`src/logic/mid_pkg.sv`:
```
// Package of constants and types for the instruction decode/execute block
package mid_pkg;

  // ----------------------------------------------------------------------
  // Word and field layout
  // ----------------------------------------------------------------------
  localparam int MID_IW = 13;          // Instruction word width
  localparam int MID_DW = 8;           // Data width
  localparam int MID_PW = 12;          // Program counter width
  localparam int MID_RAW = 6;          // Register field width
  localparam int MID_LIT8_W = 8;       // Short literal width
  localparam int MID_LIT10_W = 10;     // Jump/call literal width
  localparam int MID_CFG_CLK_BIT = 10; // Period option bit in config word

  // ----------------------------------------------------------------------
  // Register file addresses
  // ----------------------------------------------------------------------
  localparam logic [5:0] MID_ADDR_PC = 6'h02;  // Program counter register
  localparam logic [5:0] MID_ADDR_ST = 6'h03;  // Status register
  localparam logic [5:0] MID_ADDR_IF = 6'h0F;  // Interrupt flag register

  // Status bit positions
  localparam int MID_ST_C = 0;
  localparam int MID_ST_DC = 1;
  localparam int MID_ST_Z = 2;
  localparam int MID_ST_PG0 = 5;

  // ----------------------------------------------------------------------
  // Timing and reset values
  // ----------------------------------------------------------------------
  localparam logic [1:0] MID_PER_SHORT = 2'h1;  // Two periods, last index
  localparam logic [1:0] MID_PER_LONG = 2'h3;   // Four periods, last index
  localparam logic [11:0] MID_PC_RST = 12'h3FF; // Reset vector
  localparam logic [11:0] MID_INT_VEC = 12'h001; // Software interrupt vector
  localparam int MID_STACK_D = 5;                // Stack depth

  // Execution phase: normal or dummy (flushed) cycle
  typedef enum logic {MID_EXEC, MID_FLUSH} mid_phase_t;

  // Decoded operation class
  typedef enum logic [4:0] {
    OP_NOP, OP_DAA, OP_CONTW, OP_SLEEP, OP_WDTC, OP_IOW, OP_ENI, OP_DISI,
    OP_RET, OP_RETURN_FROM_INTERRUPT, OP_CONTR, OP_IOR, OP_ALU, OP_BIT_CLR, OP_BIT_SET,
    OP_SKIP_CLR, OP_SKIP_SET, OP_CALL, OP_JMP, OP_LIT, OP_RETURN_WITH_LITERAL, OP_INT,
    OP_BAD
  } mid_op_t;

endpackage

```
`src/logic/mid_rf_if.sv`:
```
// Interface carrying register file access between core and register file
`timescale 1ns/100ps
interface mid_rf_if;
  logic [5:0] raddr;  // Read address
  logic [7:0] rdata;  // Read data
  logic we;           // Write strobe
  logic [5:0] waddr;  // Write address
  logic [7:0] wdata;  // Write data

  modport core (output raddr, we, waddr, wdata, input rdata);
  modport file (input raddr, we, waddr, wdata, output rdata);
endinterface

```
`src/logic/mid_core.sv`:
```
// Instruction decode and execute core for the 13-bit word microcontroller
//
// Overview of operation
// - Fetch one 13-bit word: opcode plus operands.
// - Cycle is 2 periods, or 4 if option.
// - Writes to program counter take two cycles.
// - Jumps, calls, returns, taken skips take two.
// - Timer tick is Fosc/4 in four-period mode.
// - Set, clear, test any register bit.
// - I/O registers act as general registers.
// - Register field selects any register.
// - Literals 8 bits; jump targets 10 plus page.
// - Decrement-skip writes back, skips zero, no flags.
// - Increment-to-acc-skip: A gets R+1, no flags.
// - I/O control writes only 5-6 and B-F; reads of other indices still load A.
// - Config word bit 10 picks the period.
`timescale 1ns/100ps
module mid_core import mid_pkg::*; #(
  parameter int STACK_D = MID_STACK_D
) (
  // Clock and reset
  input wire logic clk,
  input wire logic sys_rst,
  // Configuration word (static strap, from same domain)
  input wire logic [12:0] cfg_word,
  // Program memory
  output logic [11:0] prog_addr,
  input wire logic [12:0] prog_data,
  // Control register port
  output logic io_we,
  output logic [3:0] io_addr,
  output logic [7:0] io_wdata,
  input wire logic [7:0] io_rdata,
  output logic io_bad_access,
  // Core status
  output logic [7:0] acc,
  output logic timer_tick,
  output logic instr_done,
  output logic int_en,
  output logic sleep_req,
  output logic wdt_clear
);

  // ----------------------------------------------------------------------
  // Elaboration checks
  // ----------------------------------------------------------------------
  initial begin
    if (STACK_D < 1 || STACK_D > 8) $error("mid_core: STACK_D 1..8");
  end

  // ----------------------------------------------------------------------
  // Helpers
  // ----------------------------------------------------------------------
  // Valid control register index for the I/O transfer pair
  function automatic logic io_ok(input logic [3:0] a);
    return (a == 4'h5) || (a == 4'h6) || (a >= 4'hB);
  endfunction

  // 8-bit add with carry in: {half carry, carry, sum}; carry sits in bit 8
  // so the rotate and decimal adjust paths can share the same flag slot
  function automatic logic [9:0] add8(input logic [7:0] x,
                                      input logic [7:0] y,
                                      input logic ci);
    logic [4:0] lo;
    logic [4:0] hi;
    lo = {1'b0, x[3:0]} + {1'b0, y[3:0]} + {4'h0, ci};
    hi = {1'b0, x[7:4]} + {1'b0, y[7:4]} + {4'h0, lo[4]};
    return {lo[4], hi[4], hi[3:0], lo[3:0]};
  endfunction

  // ----------------------------------------------------------------------
  // State
  // ----------------------------------------------------------------------
  logic [1:0] ph_q, ph_d;          // Oscillator period within a cycle
  logic [11:0] pc_q, pc_d;         // Program counter
  logic [7:0] acc_q, acc_d;        // Accumulator
  logic [7:0] st_q, st_d;          // Status register
  mid_phase_t mode_q, mode_d;      // Execute or flush
  logic ie_q, ie_d;                // Interrupt enable
  logic [11:0] stk_q [STACK_D];    // Return stack
  logic [11:0] stk_d [STACK_D];
  logic [2:0] sp_q, sp_d;          // Stack pointer
  logic tick_q, tick_d;            // Timer tick
  logic done_q, done_d;            // Instruction finished
  logic slp_q, slp_d;              // Sleep request pulse
  logic wdc_q, wdc_d;              // Watchdog clear pulse
  logic bad_q, bad_d;              // Bad control access flag
  logic iow_q, iow_d;              // Control register write strobe
  logic [3:0] ioa_q, ioa_d;        // Control register address
  logic [7:0] iod_q, iod_d;        // Control register data

  mid_rf_if rf ();

  mid_regfile #(.DEPTH(64)) u_rf (
    .clk(clk),
    .sys_rst(sys_rst),
    .rf(rf)
  );

  // ----------------------------------------------------------------------
  // Decode
  // ----------------------------------------------------------------------
  logic [12:0] iw;         // Current word
  mid_op_t op;             // Operation class
  logic [5:0] ra;          // Register field
  logic [2:0] bsel;        // Bit field
  logic [7:0] rv;          // Register value (PC and status muxed in)
  logic last_ph;           // Last period of the cycle

  assign iw = prog_data;
  assign ra = iw[5:0];
  assign bsel = iw[8:6];
  assign rf.raddr = ra;

  // Registers are all one space, I/O ones included, so any op uses them
  always_comb begin
    if (ra == MID_ADDR_PC) begin
      rv = pc_q[7:0];
    end else if (ra == MID_ADDR_ST) begin
      rv = st_q;
    end else begin
      rv = rf.rdata;
    end
  end

  // Opcode classifier
  always_comb begin
    op = OP_BAD;
    if (iw[12]) begin
      if (!iw[11]) begin
        op = iw[10] ? OP_JMP : OP_CALL;
      end else if (iw[10:8] == 3'h4) begin
        op = OP_RETURN_WITH_LITERAL;
      end else if (iw[10:8] == 3'h6) begin
        op = (iw[7:0] == 8'h01) ? OP_INT : OP_BAD;
      end else begin
        op = OP_LIT;
      end
    end else if (iw[11]) begin
      case (iw[10:9])
        2'h0: op = OP_BIT_CLR;
        2'h1: op = OP_BIT_SET;
        2'h2: op = OP_SKIP_CLR;
        default: op = OP_SKIP_SET;
      endcase
    end else if (iw[11:6] != 6'h00) begin
      op = (iw[11:6] == 6'h02) ? OP_BAD : OP_ALU;
      if (iw[11:0] == 12'h080) op = OP_ALU;
    end else begin
      case (iw[5:0])
        6'h00: op = OP_NOP;
        6'h01: op = OP_DAA;
        6'h02: op = OP_CONTW;
        6'h03: op = OP_SLEEP;
        6'h04: op = OP_WDTC;
        6'h10: op = OP_ENI;
        6'h11: op = OP_DISI;
        6'h12: op = OP_RET;
        6'h13: op = OP_RETURN_FROM_INTERRUPT;
        6'h14: op = OP_CONTR;
        default: op = iw[4] ? OP_IOR : OP_IOW;
      endcase
    end
  end

  // ----------------------------------------------------------------------
  // Execute: everything commits on the last period of a cycle
  // ----------------------------------------------------------------------
  logic [7:0] res;      // Result value
  logic to_acc;         // Result goes to accumulator
  logic wr_reg;         // Result goes to register
  logic fz, fc, fdc;    // Which flags update
  logic [2:0] nc;       // New C/DC/Z: {z, dc, c}
  logic skip;           // Skip next word
  logic jump;           // Program flow redirect
  logic [11:0] tgt;     // Redirect target
  logic [9:0] sum;      // Adder output
  logic cin;            // Carry in

  always_comb begin
    res = 8'h00;
    to_acc = 1'b0;
    wr_reg = 1'b0;
    fz = 1'b0;
    fc = 1'b0;
    fdc = 1'b0;
    skip = 1'b0;
    jump = 1'b0;
    tgt = pc_q + 12'h001;
    sum = 10'h000;
    cin = st_q[MID_ST_C];
    case (op)
      OP_ALU: begin
        case (iw[11:8])
          4'h0: begin
            // Move accumulator, or clear
            res = iw[7] ? 8'h00 : acc_q;
            to_acc = (iw[7:6] == 2'h2);
            wr_reg = !to_acc;
            fz = iw[7];
          end
          4'h1: begin
            if (!iw[7]) begin
              sum = add8(rv, ~acc_q, 1'b1);   // R - A
              fc = 1'b1;
              fdc = 1'b1;
            end else begin
              sum = add8(rv, 8'hFF, 1'b0);    // R - 1
            end
            res = sum[7:0];
            fz = 1'b1;
          end
          4'h2: begin
            res = iw[7] ? (acc_q & rv) : (acc_q | rv);
            fz = 1'b1;
          end
          4'h3: begin
            sum = add8(acc_q, rv, 1'b0);
            res = iw[7] ? sum[7:0] : (acc_q ^ rv);
            fz = 1'b1;
            fc = iw[7];
            fdc = iw[7];
          end
          4'h4: begin
            res = iw[7] ? ~rv : rv;
            fz = 1'b1;
          end
          4'h5: begin
            // Increment, or decrement with skip and no flags
            res = iw[7] ? rv - 8'h01 : rv + 8'h01;
            fz = !iw[7];
            skip = iw[7] && (res == 8'h00);
          end
          4'h6: begin
            res = iw[7] ? {rv[6:0], cin} : {cin, rv[7:1]};
            sum[8] = iw[7] ? rv[7] : rv[0];
            fc = 1'b1;
          end
          default: begin
            // Swap, or increment with skip and no flags
            res = iw[7] ? rv + 8'h01 : {rv[3:0], rv[7:4]};
            skip = iw[7] && (res == 8'h00);
          end
        endcase
        if (iw[11:8] != 4'h0) begin
          to_acc = !iw[6];     // Odd pair selects register target
          wr_reg = iw[6];
        end
      end
      OP_BIT_CLR: begin
        res = rv & ~(8'h01 << bsel);
        wr_reg = 1'b1;
      end
      OP_BIT_SET: begin
        res = rv | (8'h01 << bsel);
        wr_reg = 1'b1;
      end
      OP_SKIP_CLR: skip = !rv[bsel];
      OP_SKIP_SET: skip = rv[bsel];
      OP_LIT: begin
        case (iw[10:8])
          3'h0: res = iw[7:0];
          3'h1: res = acc_q | iw[7:0];
          3'h2: res = acc_q & iw[7:0];
          3'h3: res = acc_q ^ iw[7:0];
          3'h5: begin
            sum = add8(iw[7:0], ~acc_q, 1'b1);
            res = sum[7:0];
          end
          default: begin
            sum = add8(iw[7:0], acc_q, 1'b0);
            res = sum[7:0];
          end
        endcase
        to_acc = 1'b1;
        fz = (iw[10:8] != 3'h0);
        fc = iw[10:8] >= 3'h5;
        fdc = fc;
      end
      OP_DAA: begin
        res = acc_q;
        if (acc_q[3:0] > 4'h9 || st_q[MID_ST_DC]) res = res + 8'h06;
        if (res[7:4] > 4'h9 || cin) begin
          res = res + 8'h60;
          sum[8] = 1'b1;
        end
        to_acc = 1'b1;
        fc = 1'b1;
      end
      OP_CONTR, OP_IOR: begin
        res = io_rdata;
        to_acc = 1'b1;
      end
      OP_RETURN_WITH_LITERAL: begin
        res = iw[7:0];
        to_acc = 1'b1;
        jump = 1'b1;
        tgt = stk_q[sp_q];
      end
      OP_RET, OP_RETURN_FROM_INTERRUPT: begin
        jump = 1'b1;
        tgt = stk_q[sp_q];
      end
      OP_CALL, OP_JMP: begin
        jump = 1'b1;
        tgt = {st_q[MID_ST_PG0+1:MID_ST_PG0], iw[9:0]};
      end
      OP_INT: begin
        jump = 1'b1;
        tgt = MID_INT_VEC;
      end
      default: res = 8'h00;
    endcase
    // Carry from bit 8, half carry from bit 9
    nc = {res == 8'h00, sum[9], sum[8]};
    // Register write to the PC also redirects and costs a second cycle
    if (wr_reg && ra == MID_ADDR_PC) begin
      jump = 1'b1;
      tgt = {pc_q[11:8], res};
    end
  end

  // ----------------------------------------------------------------------
  // Sequencer next state
  // ----------------------------------------------------------------------
  assign last_ph = (ph_q == (cfg_word[MID_CFG_CLK_BIT] ? MID_PER_LONG
                                                       : MID_PER_SHORT));

  always_comb begin
    ph_d = last_ph ? 2'h0 : ph_q + 2'h1;
    pc_d = pc_q;
    acc_d = acc_q;
    st_d = st_q;
    mode_d = mode_q;
    ie_d = ie_q;
    stk_d = stk_q;
    sp_d = sp_q;
    tick_d = last_ph;
    done_d = 1'b0;
    slp_d = 1'b0;
    wdc_d = 1'b0;
    bad_d = 1'b0;
    iow_d = 1'b0;
    ioa_d = ioa_q;
    iod_d = iod_q;
    rf.we = 1'b0;
    rf.waddr = ra;
    rf.wdata = res;
    if (last_ph) begin
      done_d = 1'b1;
      pc_d = pc_q + 12'h001;
      if (mode_q == MID_FLUSH) begin
        mode_d = MID_EXEC;                     // Second cycle is a dummy
        pc_d = pc_q;                           // Next address already set
      end else begin
        if (to_acc) acc_d = res;
        if (wr_reg && ra != MID_ADDR_PC && ra != MID_ADDR_ST) begin
          rf.we = 1'b1;
        end
        if (wr_reg && ra == MID_ADDR_ST) st_d = res;
        if (fc) st_d[MID_ST_C] = nc[0];
        if (fdc) st_d[MID_ST_DC] = nc[1];
        if (fz) st_d[MID_ST_Z] = nc[2];
        // A skip steps over one word; the dummy cycle then holds the PC
        if (skip) pc_d = pc_q + 12'h002;
        if (jump) pc_d = tgt;
        if (jump || skip) mode_d = MID_FLUSH;
        if (op == OP_CALL || op == OP_INT) begin
          sp_d = (sp_q == 3'(STACK_D - 1)) ? 3'h0 : sp_q + 3'h1;
          stk_d[sp_d] = pc_q + 12'h001;
        end
        if (op == OP_RET || op == OP_RETURN_FROM_INTERRUPT || op == OP_RETURN_WITH_LITERAL) begin
          sp_d = (sp_q == 3'h0) ? 3'(STACK_D - 1) : sp_q - 3'h1;
        end
        if (op == OP_ENI || op == OP_RETURN_FROM_INTERRUPT) ie_d = 1'b1;
        if (op == OP_DISI) ie_d = 1'b0;
        slp_d = (op == OP_SLEEP);
        wdc_d = (op == OP_SLEEP) || (op == OP_WDTC);
        if (op == OP_IOW || op == OP_IOR) begin
          // Only the documented control registers accept writes; a refused read still loads A
          bad_d = !io_ok(iw[3:0]);
          iow_d = (op == OP_IOW) && io_ok(iw[3:0]);
        end
        if (op == OP_CONTW) iow_d = 1'b1;
        ioa_d = (op == OP_CONTW) ? 4'h0 : iw[3:0];
        iod_d = acc_q;
      end
    end
  end

  // Register all sequencer state
  always_ff @(posedge clk) begin
    if (sys_rst) begin
      ph_q <= 2'h0;
      pc_q <= MID_PC_RST;
      acc_q <= 8'h00;
      st_q <= 8'h00;
      mode_q <= MID_EXEC;
      ie_q <= 1'b0;
      for (int i = 0; i < STACK_D; i++) stk_q[i] <= 12'h000;
      sp_q <= 3'h0;
      tick_q <= 1'b0;
      done_q <= 1'b0;
      slp_q <= 1'b0;
      wdc_q <= 1'b0;
      bad_q <= 1'b0;
      iow_q <= 1'b0;
      ioa_q <= 4'h0;
      iod_q <= 8'h00;
    end else begin
      ph_q <= ph_d;
      pc_q <= pc_d;
      acc_q <= acc_d;
      st_q <= st_d;
      mode_q <= mode_d;
      ie_q <= ie_d;
      stk_q <= stk_d;
      sp_q <= sp_d;
      tick_q <= tick_d;
      done_q <= done_d;
      slp_q <= slp_d;
      wdc_q <= wdc_d;
      bad_q <= bad_d;
      iow_q <= iow_d;
      ioa_q <= ioa_d;
      iod_q <= iod_d;
    end
  end

  // ----------------------------------------------------------------------
  // Outputs
  // ----------------------------------------------------------------------
  assign prog_addr = pc_q;
  assign acc = acc_q;
  assign timer_tick = tick_q;
  assign instr_done = done_q;
  assign int_en = ie_q;
  assign sleep_req = slp_q;
  assign wdt_clear = wdc_q;
  assign io_bad_access = bad_q;
  assign io_we = iow_q;
  assign io_addr = ioa_q;
  assign io_wdata = iod_q;

endmodule

```
`src/logic/mid_regfile.sv`:
```
// General register file: 64 bytes of flip-flops with a combinational read
`timescale 1ns/100ps
module mid_regfile import mid_pkg::*; #(
  parameter int DEPTH = 64
) (
  // Clock and reset
  input wire logic clk,
  input wire logic sys_rst,
  // Core access
  mid_rf_if.file rf
);

  // ----------------------------------------------------------------------
  // Storage
  // ----------------------------------------------------------------------
  logic [7:0] mem_q [DEPTH];  // Register contents
  logic [7:0] mem_d [DEPTH];  // Next contents

  initial begin
    if (DEPTH != 64) $error("mid_regfile: DEPTH must be 64");
  end

  // Read is combinational so the core sees it in the same cycle
  assign rf.rdata = mem_q[rf.raddr];

  // Next value: one write port
  always_comb begin
    mem_d = mem_q;
    if (rf.we) begin
      mem_d[rf.waddr] = rf.wdata;
    end
  end

  // Register the array; reset clears everything
  always_ff @(posedge clk) begin
    if (sys_rst) begin
      for (int i = 0; i < DEPTH; i++) begin
        mem_q[i] <= 8'h00;
      end
    end else begin
      mem_q <= mem_d;
    end
  end

endmodule

```
`config.mk`:
```
export PLATFORM = sky130hd
export DESIGN_NAME = mid_core
export DESIGN_NICKNAME = d
export VERILOG_FILES = /design/src/logic/mid_pkg.sv /design/src/logic/mid_rf_if.sv /design/src/logic/mid_core.sv /design/src/logic/mid_regfile.sv
export SDC_FILE = /design/constraint.sdc
export NUM_CORES = 1
export LEC_CHECK = 0
export BUFFER_PORTS_ARGS = -buffer_cell sky130_fd_sc_hd__buf_2
export CAP_MARGIN = 20
export CORE_MARGIN = 2
export CORE_UTILIZATION = 58
export CTS_BUF_LIST = sky130_fd_sc_hd__clkbuf_4 sky130_fd_sc_hd__clkbuf_8
export DETAILED_ROUTE_END_ITERATION = 8
export HOLD_SLACK_MARGIN = 0.15
export PLACE_DENSITY = 0.79
export SYNTH_ARGS = -nofsm -noshare
export SYNTH_HDL_FRONTEND = slang
export SYNTH_SLANG_ARGS = --single-unit
```
`constraint.sdc`:
```
create_clock -name clk -period 6.8 [get_ports clk]
set_input_delay 1.02 -clock clk [delete_from_list [all_inputs] [get_ports clk]]
set_output_delay 1.02 -clock clk [all_outputs]
set_load 0.005 [all_outputs]
```
---- After elaboration in Yosys (flattened, before gate mapping) ----
Index checks and enable logic that the tools add are counted.
storage, ports and cells
  input port bits ......................... 36
  output and inout bits ................... 39
  latch bits .............................. 0
  ROM bits ................................ 0
  memories ................................ 0
  RAM bits ................................ 0
  register bits ........................... 625
operators by class
  equality and inequality tests ........... 55
  multiply operators ...................... 0
  bitwise gates (word level) .............. 17
  div/mod/pow operators ................... 0
  multiplexer cells ....................... 91
  $add $sub $neg .......................... 26
  order comparisons ....................... 10
  shift operators ......................... 1
  reductions and logical operators ........ 63
operators by type and width
  kind                                                              number
  512-bit bitwise mux                                               1
  8-bit 2-to-1 mux                                                  15
  8-bit case mux with 7 select lines                                2
  12-bit 2-to-1 mux                                                 6
  60-bit bitwise mux                                                1
  8-bit binary-select mux with 6-bit select                         1
  8-bit demux with 6-bit select                                     1
  4-bit by 4-bit adder with 5-bit output                            8
  5-bit by 4-bit == test with 1-bit output (second input constant)  8
  4-bit case mux with 10 select lines                               1
  8-bit case mux with 5 select lines                                1
  12-bit binary-select mux with 3-bit select                        1
  12-bit demux with 3-bit select                                    1
  12-bit case mux with 3 select lines                               1
  5-bit == test (second input constant)                             6
  6-bit by 5-bit == test with 1-bit output (second input constant)  5
  3-bit AND reduction                                               9
  5-bit by 1-bit adder with 5-bit output                            5
  5-bit 2-to-1 mux                                                  5
  8-bit AND                                                         3
  8-bit zero test                                                   3
  3-bit 2-to-1 mux                                                  8
  8-bit inverter                                                    3
  8-bit bitwise OR                                                  3
  68 further kinds                                                  165

---- Longest topological paths before layout ----
Gate-level depths: netlist of the first run.
  depth in word-level cells ............... 15
  gate-level depth with buffers ........... 30
  depth with buffers taken out ............ 23

---- By module ----
Synthesis of the first run repeated with hierarchy kept, for this count alone.
second synthesis, totals
  cells, all modules ...................... 3892
  area total of the unflattened synthesis .. 34070.2 um^2
modules (own cells, without submodules)
  module       seq. area each (um^2)  cells each  area an instance (um^2)  times used
  mid_regfile  10249.8                2433        22949.5                  1
  mid_core     2242.2                 1459        11120.7                  1

---- Least setup slack after synthesis of the first run ----
No wires, ideal clock.
  kind .................................... input-to-reg
  start point ............................. in prog_data[0]
  end point ............................... reg u_rf.mem_q[503] (netlist name)
  slack ................................... 326 ps
  stages on the path ...................... 28
  data arrival time ....................... 6336 ps
  required time ........................... 6662 ps
  setup time .............................. 138 ps
  cell sequence ........................... buf_6 > buf_12 > buf_8 > buf_6 > mux4_2 > a22oi_1 > nand3_1 > a22o_1 > o31ai_4 > inv_1 > ha_1 > fa_1 > a21o_1 > a21oi_1 > fa_1 > inv_1 > a21o_1 > a21oi_1 > mux2_2 > a211oi_1 > o221ai_1 > o41ai_1 > a21oi_1 > a41o_1 > a21oi_1 > buf_2 > buf_4 > a211oi_1
between the ends
  longest elaborated chain between the ends .. 14
ends and longest elaborated chain
  item                                                                                             line               source
  start, declared                                                                                  mid_core.sv:28     input wire logic [12:0] prog_data,
  parallel branches: the longest is 14 deep, another holds 4-bit by 4-bit adder with 5-bit output  n/a
  end signal, assigned                                                                             mid_regfile.sv:41  mem_q <= mem_d;
  end, declared                                                                                    mid_regfile.sv:16  logic [7:0] mem_q [DEPTH];
Parallel ways; which one is timed is not known. The select of a mux whose other input is x is not followed.
A chain may end at the register's enable or synchronous reset.

---- Final worst setup path of the first run ----
  start point ............................. in prog_data[2]
  end point ............................... reg u_rf.mem_q[47] (netlist name)
Same word-level chain as after synthesis.

==> impl_metrics.tcl, run 1 <==
set metrics [dict create \
    start_kind "input port" \
    syn_avg_cell_area_um2 9.03 \
    drcViolationCount 0 \
    root_buffer "clkbuf_8" \
    place_congestion 0.974 \
    power_uw 8340 \
    criticalPathCategory "in -> reg" \
    grtUsageTotal_pct 35.8 \
    ios 75 \
    power.density_nw_per_um2 234 \
    cts_buffers 100 \
    clock_path_buffers 3 \
    wl_per_cell_um 23.5 \
    drt_iter0_drc 3336 \
    synth.most_common_cell "nor2_1" \
    postLayoutCoreUtil_pct 66.3 \
    die-area_um2 56100 \
    antennaDiodeCount 0 \
    fmax_ghz 0.152 \
    row_count 85 \
    synth_commonest_cells "752 x nor2_1, 624 x dfxtp_1, 574 x a211oi_1" \
    drv_cap 0 \
    finalWorstSetupSlack_ns 0.231 \
    clk_latency_ns 0.72 \
    crit_arrival_ns 7.07 \
    grt_pass1_vias 28036 \
    synthArstFlopShare_pct 0 \
    slew_violations 0 \
    grt_pass1_wl_mm 159 \
    synthDominantCellAreaShare_pct 39.7 \
    cts_htree_levels 3 \
    core_area_um2 53700 \
    synth_cell_types 96 \
    clkSinkCount 624 \
    dpl_worst_slack_ns -0.231 \
    syn_inst 3486 \
    syn_area_um2 31500 \
    yosysSeqAreaShare_pct 39.7 \
    vias 28945 \
    area_growth_pct 13.2 \
    hold_buffers 0 \
    final_cells 4343 \
    slew_headroom_pct 2.23 \
    synth-edff-count 0 \
    antenna_found_initial 1 \
    layout-drive-gt1-share_pct 17.7 \
    cts_setup_buffers 0 \
    synth_seq_cells 624 \
    routed_wl_mm 102 \
    hold_viol_final 0 \
    yosys_warnings 0 \
    ant_nets 0 \
    synth_area_leaders "dfxtp_1 40%, a211oi_1 14%, nor2_1 9.0%" \
    end_kind "flop" \
    cts_tree "built" \
    setup_violations 0 \
    status "complete, no violations" \
    cts.clk_slew.worst_paths_ns 0.06 \
    worstMarginPinSlew_ns 1.47 \
    grt-ovfl-total 0 \
    syn-num-nets 3604 \
    drt-vias-per-instance 6.66 \
    min_path_type "reg -> reg" \
    io_buffers 62 \
    nNetsFinal 3689 \
    required_ns 7.30 \
    grt_max_degree 284 \
    rsz0062_at_grt "no" \
    firstDrtPassIters 6 \
    clock-skew-final_ns 0.0531 \
    crit_path_max_fanout 17 \
    dp.cells 4165 \
    min_period_over_period_pct 96.6 \
    fp.dieW_um 237 \
    hpwlAfterDp_mm 68.0 \
    synthFlopType "dfxtp_1" \
    die_y_um 237 \
    synth_top_area_cell "dfxtp_1" \
    start_util_pct 58.6 \
    layout_min_cycle_time_ns 6.57 \
    power_leakage_uw 0.0124 \
    peakVddDrop_mv 0.207 \
    cts_resized 0 \
]
[per-layer routing]
layer  vias up  global-route usage, %  share of wire [%]
met5         -                      0             0.0088
met2      1649                   55.8                 45
li1      13007                      -                  -
met1     13875                   46.2                 39
met4         2                   21.2                6.3
met3       412                   6.98                9.6
[cells in the final DEF, fill, tap and decap left out, types with 70 or more instances in the layout]
| master | count |
|---|---|
| a211oi_1 | 572 |
| a21oi_1 | 111 |
| buf_4 | 227 |
| clkbuf_8 | 129 |
| dfxtp_1 | 624 |
| ha_1 | 70 |
| mux2i_1 | 121 |
| mux4_2 | 89 |
| nand2_1 | 140 |
| nor2_1 | 751 |
[final cells by class]
| class | count | area (um^2) |
|---|---|---|
| fill | 4196 | 18100 |
| multi-input combinational | 2474 | 17300 |
| sequential | 624 | 12500 |
| timing repair buffer | 316 | 2580 |
| clock buffer | 166 | 2050 |
| tap | 696 | 871 |
| inverter | 55 | 209 |
| clock inverter | 12 | 108 |
[kinds of logic after synthesis]
| group | Yosys count | share of synthesized area, % |
|---|---|---|
| AND/OR/NAND/NOR | 1114 | 15.1 |
| flip-flops | 624 | 39.7 |
| adder cells (fa/ha/maj) | 82 | 3.55 |
| XOR/XNOR | 39 | 1.09 |
| buffers and inverters | 388 | 5.69 |
| AO/OA/AOI/OAI | 1002 | 23.0 |
| multiplexers | 237 | 11.9 |
[where the power goes]
part | total, uW | internal [uW] | leakage, uW | switching [uW]
clock | 3410 | 1900 | 0.00115 | 1510
sequential | 3710 | 3670 | 0.00503 | 33.3
combinational | 1220 | 415 | 0.00624 | 809
total | 8340 | 5990 | 0.0124 | 2350
[sequential cells by signal, indices dropped and copies added, names as in the netlist, 2 cells and up]
signal and flops:
io_wdata 8, prog_addr 12, io_addr 4, sp_q 3
acc 8, ph_q 2, u_rf.mem_q 512, stk_q 60
st_q 8
[final timing paths]
kind | start | end | slack [ns] | cells past startpoint
setup / recovery | prog_data[2] | u_rf.mem_q[47] | 0.23 | 25
hold / removal | io_wdata[7] | io_wdata[7] | 0.45 | 2
setup reg to reg | u_rf.mem_q[208] | u_rf.mem_q[47] | 0.60 | 24
hold reg to reg | io_wdata[7] | io_wdata[7] | 0.45 | 2
[worst max-delay path, cell delays in order]
cell	delay [ns]
buf_6	0.28
mux4_2	0.55
o211ai_1	0.38
nand4_1	0.34
buf_4	0.26
o31ai_4	0.22
inv_1	0.09
ha_1	0.21
fa_1	0.39
a21o_1	0.18
a21oi_1	0.25
fa_1	0.26
inv_1	0.05
a21o_1	0.18
a21oi_1	0.16
mux2_2	0.35
a211oi_1	0.30
o221ai_1	0.22
o41ai_1	0.36
a21oi_1	0.08
a41o_1	0.26
a21oi_4	0.16
buf_12	0.21
buf_12	0.18
a211oi_1	0.09
[stage by stage]
stage / instance area, um^2 / setup TNS, ns / hold WS [ns]
2_1_floorplan: 31500 / 0 / 0.421
5_1_grt: 35600 / 0 / 0.476
6_report: 35600 / 0 / 0.452
3_5_place_dp: 33400 / -12.58 / 0.444
3_3_place_gp: 33400 / -10.42 / 0.430
4_1_cts: 35600 / 0 / 0.453
No activity file was read; power rests on OpenSTA's default activity.
==> run 2: changes to the inputs <==
--- a/config.mk
+++ b/config.mk
@@ -7,6 +7,7 @@
 export LEC_CHECK = 0
 export BUFFER_PORTS_ARGS = -buffer_cell sky130_fd_sc_hd__buf_2
 export CAP_MARGIN = 20
+export CORE_ASPECT_RATIO = 0.6
 export CORE_MARGIN = 2
 export CORE_UTILIZATION = 58
 export CTS_BUF_LIST = sky130_fd_sc_hd__clkbuf_4 sky130_fd_sc_hd__clkbuf_8
==> run 2 against run 1 <==
  * First-iteration DRC count increased by 24%
  * Largest cell class unchanged
  * Count of clock-buffer cells in the layout decreased by 31
  * Design area increased by 0.60%
  * Setup slack improved by 0.056 ns
  * Largest power group unchanged
  * Clock skew increased by 0.0018 ns
==> impl_metrics.tcl, run 2 (same netlist as run 1, synthesis figures left out) <==
set metrics [dict create \
    nFillCells 4228 \
    power_leakage_uw 0.0126 \
    clock-skew-final_ns 0.0549 \
    crit_arrival_ns 7.05 \
    die_y_um 184 \
    min_period_over_period_pct 95.8 \
    largest_reg_flops 512 \
    cts_htree_levels 3 \
    cts_tree "built" \
    setup_violations 0 \
    layout_min_cycle_time_ns 6.51 \
    grtUsageTotal_pct 37.7 \
    root_buffer "clkbuf_8" \
    ios 75 \
    io_buffers 62 \
    fmax_ghz 0.154 \
    cpMaxStageDelayCell "mux4_2" \
    firstDrtPassIters 6 \
    clock_path_buffers 3 \
    layout-drive-gt1-share_pct 18.4 \
    die-area_um2 56200 \
    grt_pass1_vias 27155 \
    status "complete, no violations" \
    cts_resized 0 \
    grt_max_degree 284 \
    nNetsFinal 3731 \
    cts_setup_buffers 0 \
    crit_path_max_fanout 16 \
    slew_headroom_pct 16.6 \
    power_uw 8290 \
    ant_nets 0 \
    start_kind "input port" \
    end_kind "flop" \
    rsz0062_at_grt "no" \
    cts_buffers 90 \
    final_cell_mix "751 x nor2_1, 624 x dfxtp_1, 572 x a211oi_1" \
    antenna_found_initial 5 \
    core_area_um2 53900 \
    place_congestion 1.02 \
    fp.dieW_um 305 \
    area_growth_pct 13.8 \
    regArea_um2 12500 \
    worstMarginPinSlew_ns 1.25 \
    required_ns 7.34 \
    row_count 66 \
    critPathMaxStageDelay_ns 0.52 \
    drt_iter0_drc 4136 \
    multi_input_area_um2 17300 \
    slew_violations 0 \
    min_path_type "reg -> reg" \
    hold_buffers 0 \
    vias 29263 \
    hold_viol_final 0 \
    drcViolationCount 0 \
    wl_per_cell_um 24.6 \
    crit_buf_inv 8 \
    criticalPathCategory "in -> reg" \
    drv_cap 0 \
    grt_pass1_wl_mm 164 \
    peakVddDrop_mv 0.224 \
    crit_family "compound AO/OA/AOI/OAI gates" \
    hpwlAfterDp_mm 75.5 \
    cts.clk_slew.worst_paths_ns 0.06 \
    clkSinkCount 624 \
    regMostFlops "u_rf.mem_q" \
    drt-vias-per-instance 6.66 \
    start_util_pct 58.4 \
    routed_wl_mm 108 \
    power.density_nw_per_um2 231 \
    grt-ovfl-total 0 \
    clk_latency_ns 0.74 \
    postLayoutCoreUtil_pct 66.4 \
    layout_commonest_cell "nor2_1" \
]
run 2: cell count changes in the layout (fill, tap and decap cells not counted), moves of 2 or more:
| cell | previous run | this run |
|---|---|---|
| inv_6 | 0 | 3 |
| buf_4 | 227 | 277 |
| buf_12 | 27 | 25 |
| buf_6 | 1 | 4 |
| bufinv_16 | 0 | 4 |
| clkinv_4 | 2 | 0 |
| clkbuf_4 | 37 | 24 |
| clkbuf_8 | 129 | 112 |
| clkinv_2 | 6 | 11 |
run 2: through the flow:
step                cell area, um^2  TNS [ns]  std cells  setup slack (ns)  hold slack [ns]
detailed placement            33700    -15.21       4216            -0.224            0.446
CTS                           35700         0       4374             0.514            0.454
finish                        35800         0       4394             0.287            0.451
global placement              33700    -11.77       4213            -0.213            0.431
floorplan                     31500         0       3486             0.326            0.421
global route                  35800         0       4394             0.126            0.473
run 2: final timing paths:
path	start	to	slack, ns	depth (start not counted)
setup / recovery	prog_data[0]	u_rf.mem_q[207]	0.29	27
hold / removal	io_wdata[0]	io_wdata[0]	0.45	2
setup reg to reg	u_rf.mem_q[33]	u_rf.mem_q[207]	0.58	24
hold reg to reg	io_wdata[0]	io_wdata[0]	0.45	2
run 2: per-layer routing:
metal	global-route usage [%]	vias to the layer above	wire length, um
met2	51.7	1852	43600
met5	0	-	0
met4	11.3	0	3080
met1	55.3	14087	46400
li1	-	13055	-
met3	12.7	269	15100
run 2: final cells by class:
cell class | count | area share (%)
sequential | 624 | 34.9
multi-input combinational | 2474 | 48.3
clock inverter | 23 | 0.726
clock buffer | 135 | 4.77
timing repair buffer | 368 | 8.27
inverter | 55 | 0.583
antenna | 1 | 0.00698
tap | 714 | 2.49
run 2: power breakdown:
part	internal (uW)	leakage [uW]	switching (uW)	total, uW
sequential	3670	0.00503	35.0	3710
clock	1770	0.00104	1520	3300
combinational	440	0.00648	848	1290
total	5880	0.0126	2410	8290
run 2: worst register-to-register path, cell delays in order, from the launching register on:
cell      delay (ns)
dfxtp_1         0.31
mux4_1          0.60
mux4_2          0.54
o22ai_1         0.17
nor3_1          0.11
o21ai_1         0.47
inv_1           0.16
fa_1            0.46
a21o_1          0.18
a21oi_1         0.22
fa_1            0.24
inv_1           0.05
a21o_1          0.17
a21oi_1         0.15
mux2_2          0.35
a211oi_1        0.25
buf_4           0.17
o221ai_1        0.13
o41ai_1         0.35
a21oi_1         0.08
a41o_1          0.25
a21oi_4         0.15
buf_12          0.20
buf_12          0.18
a211oi_1        0.11
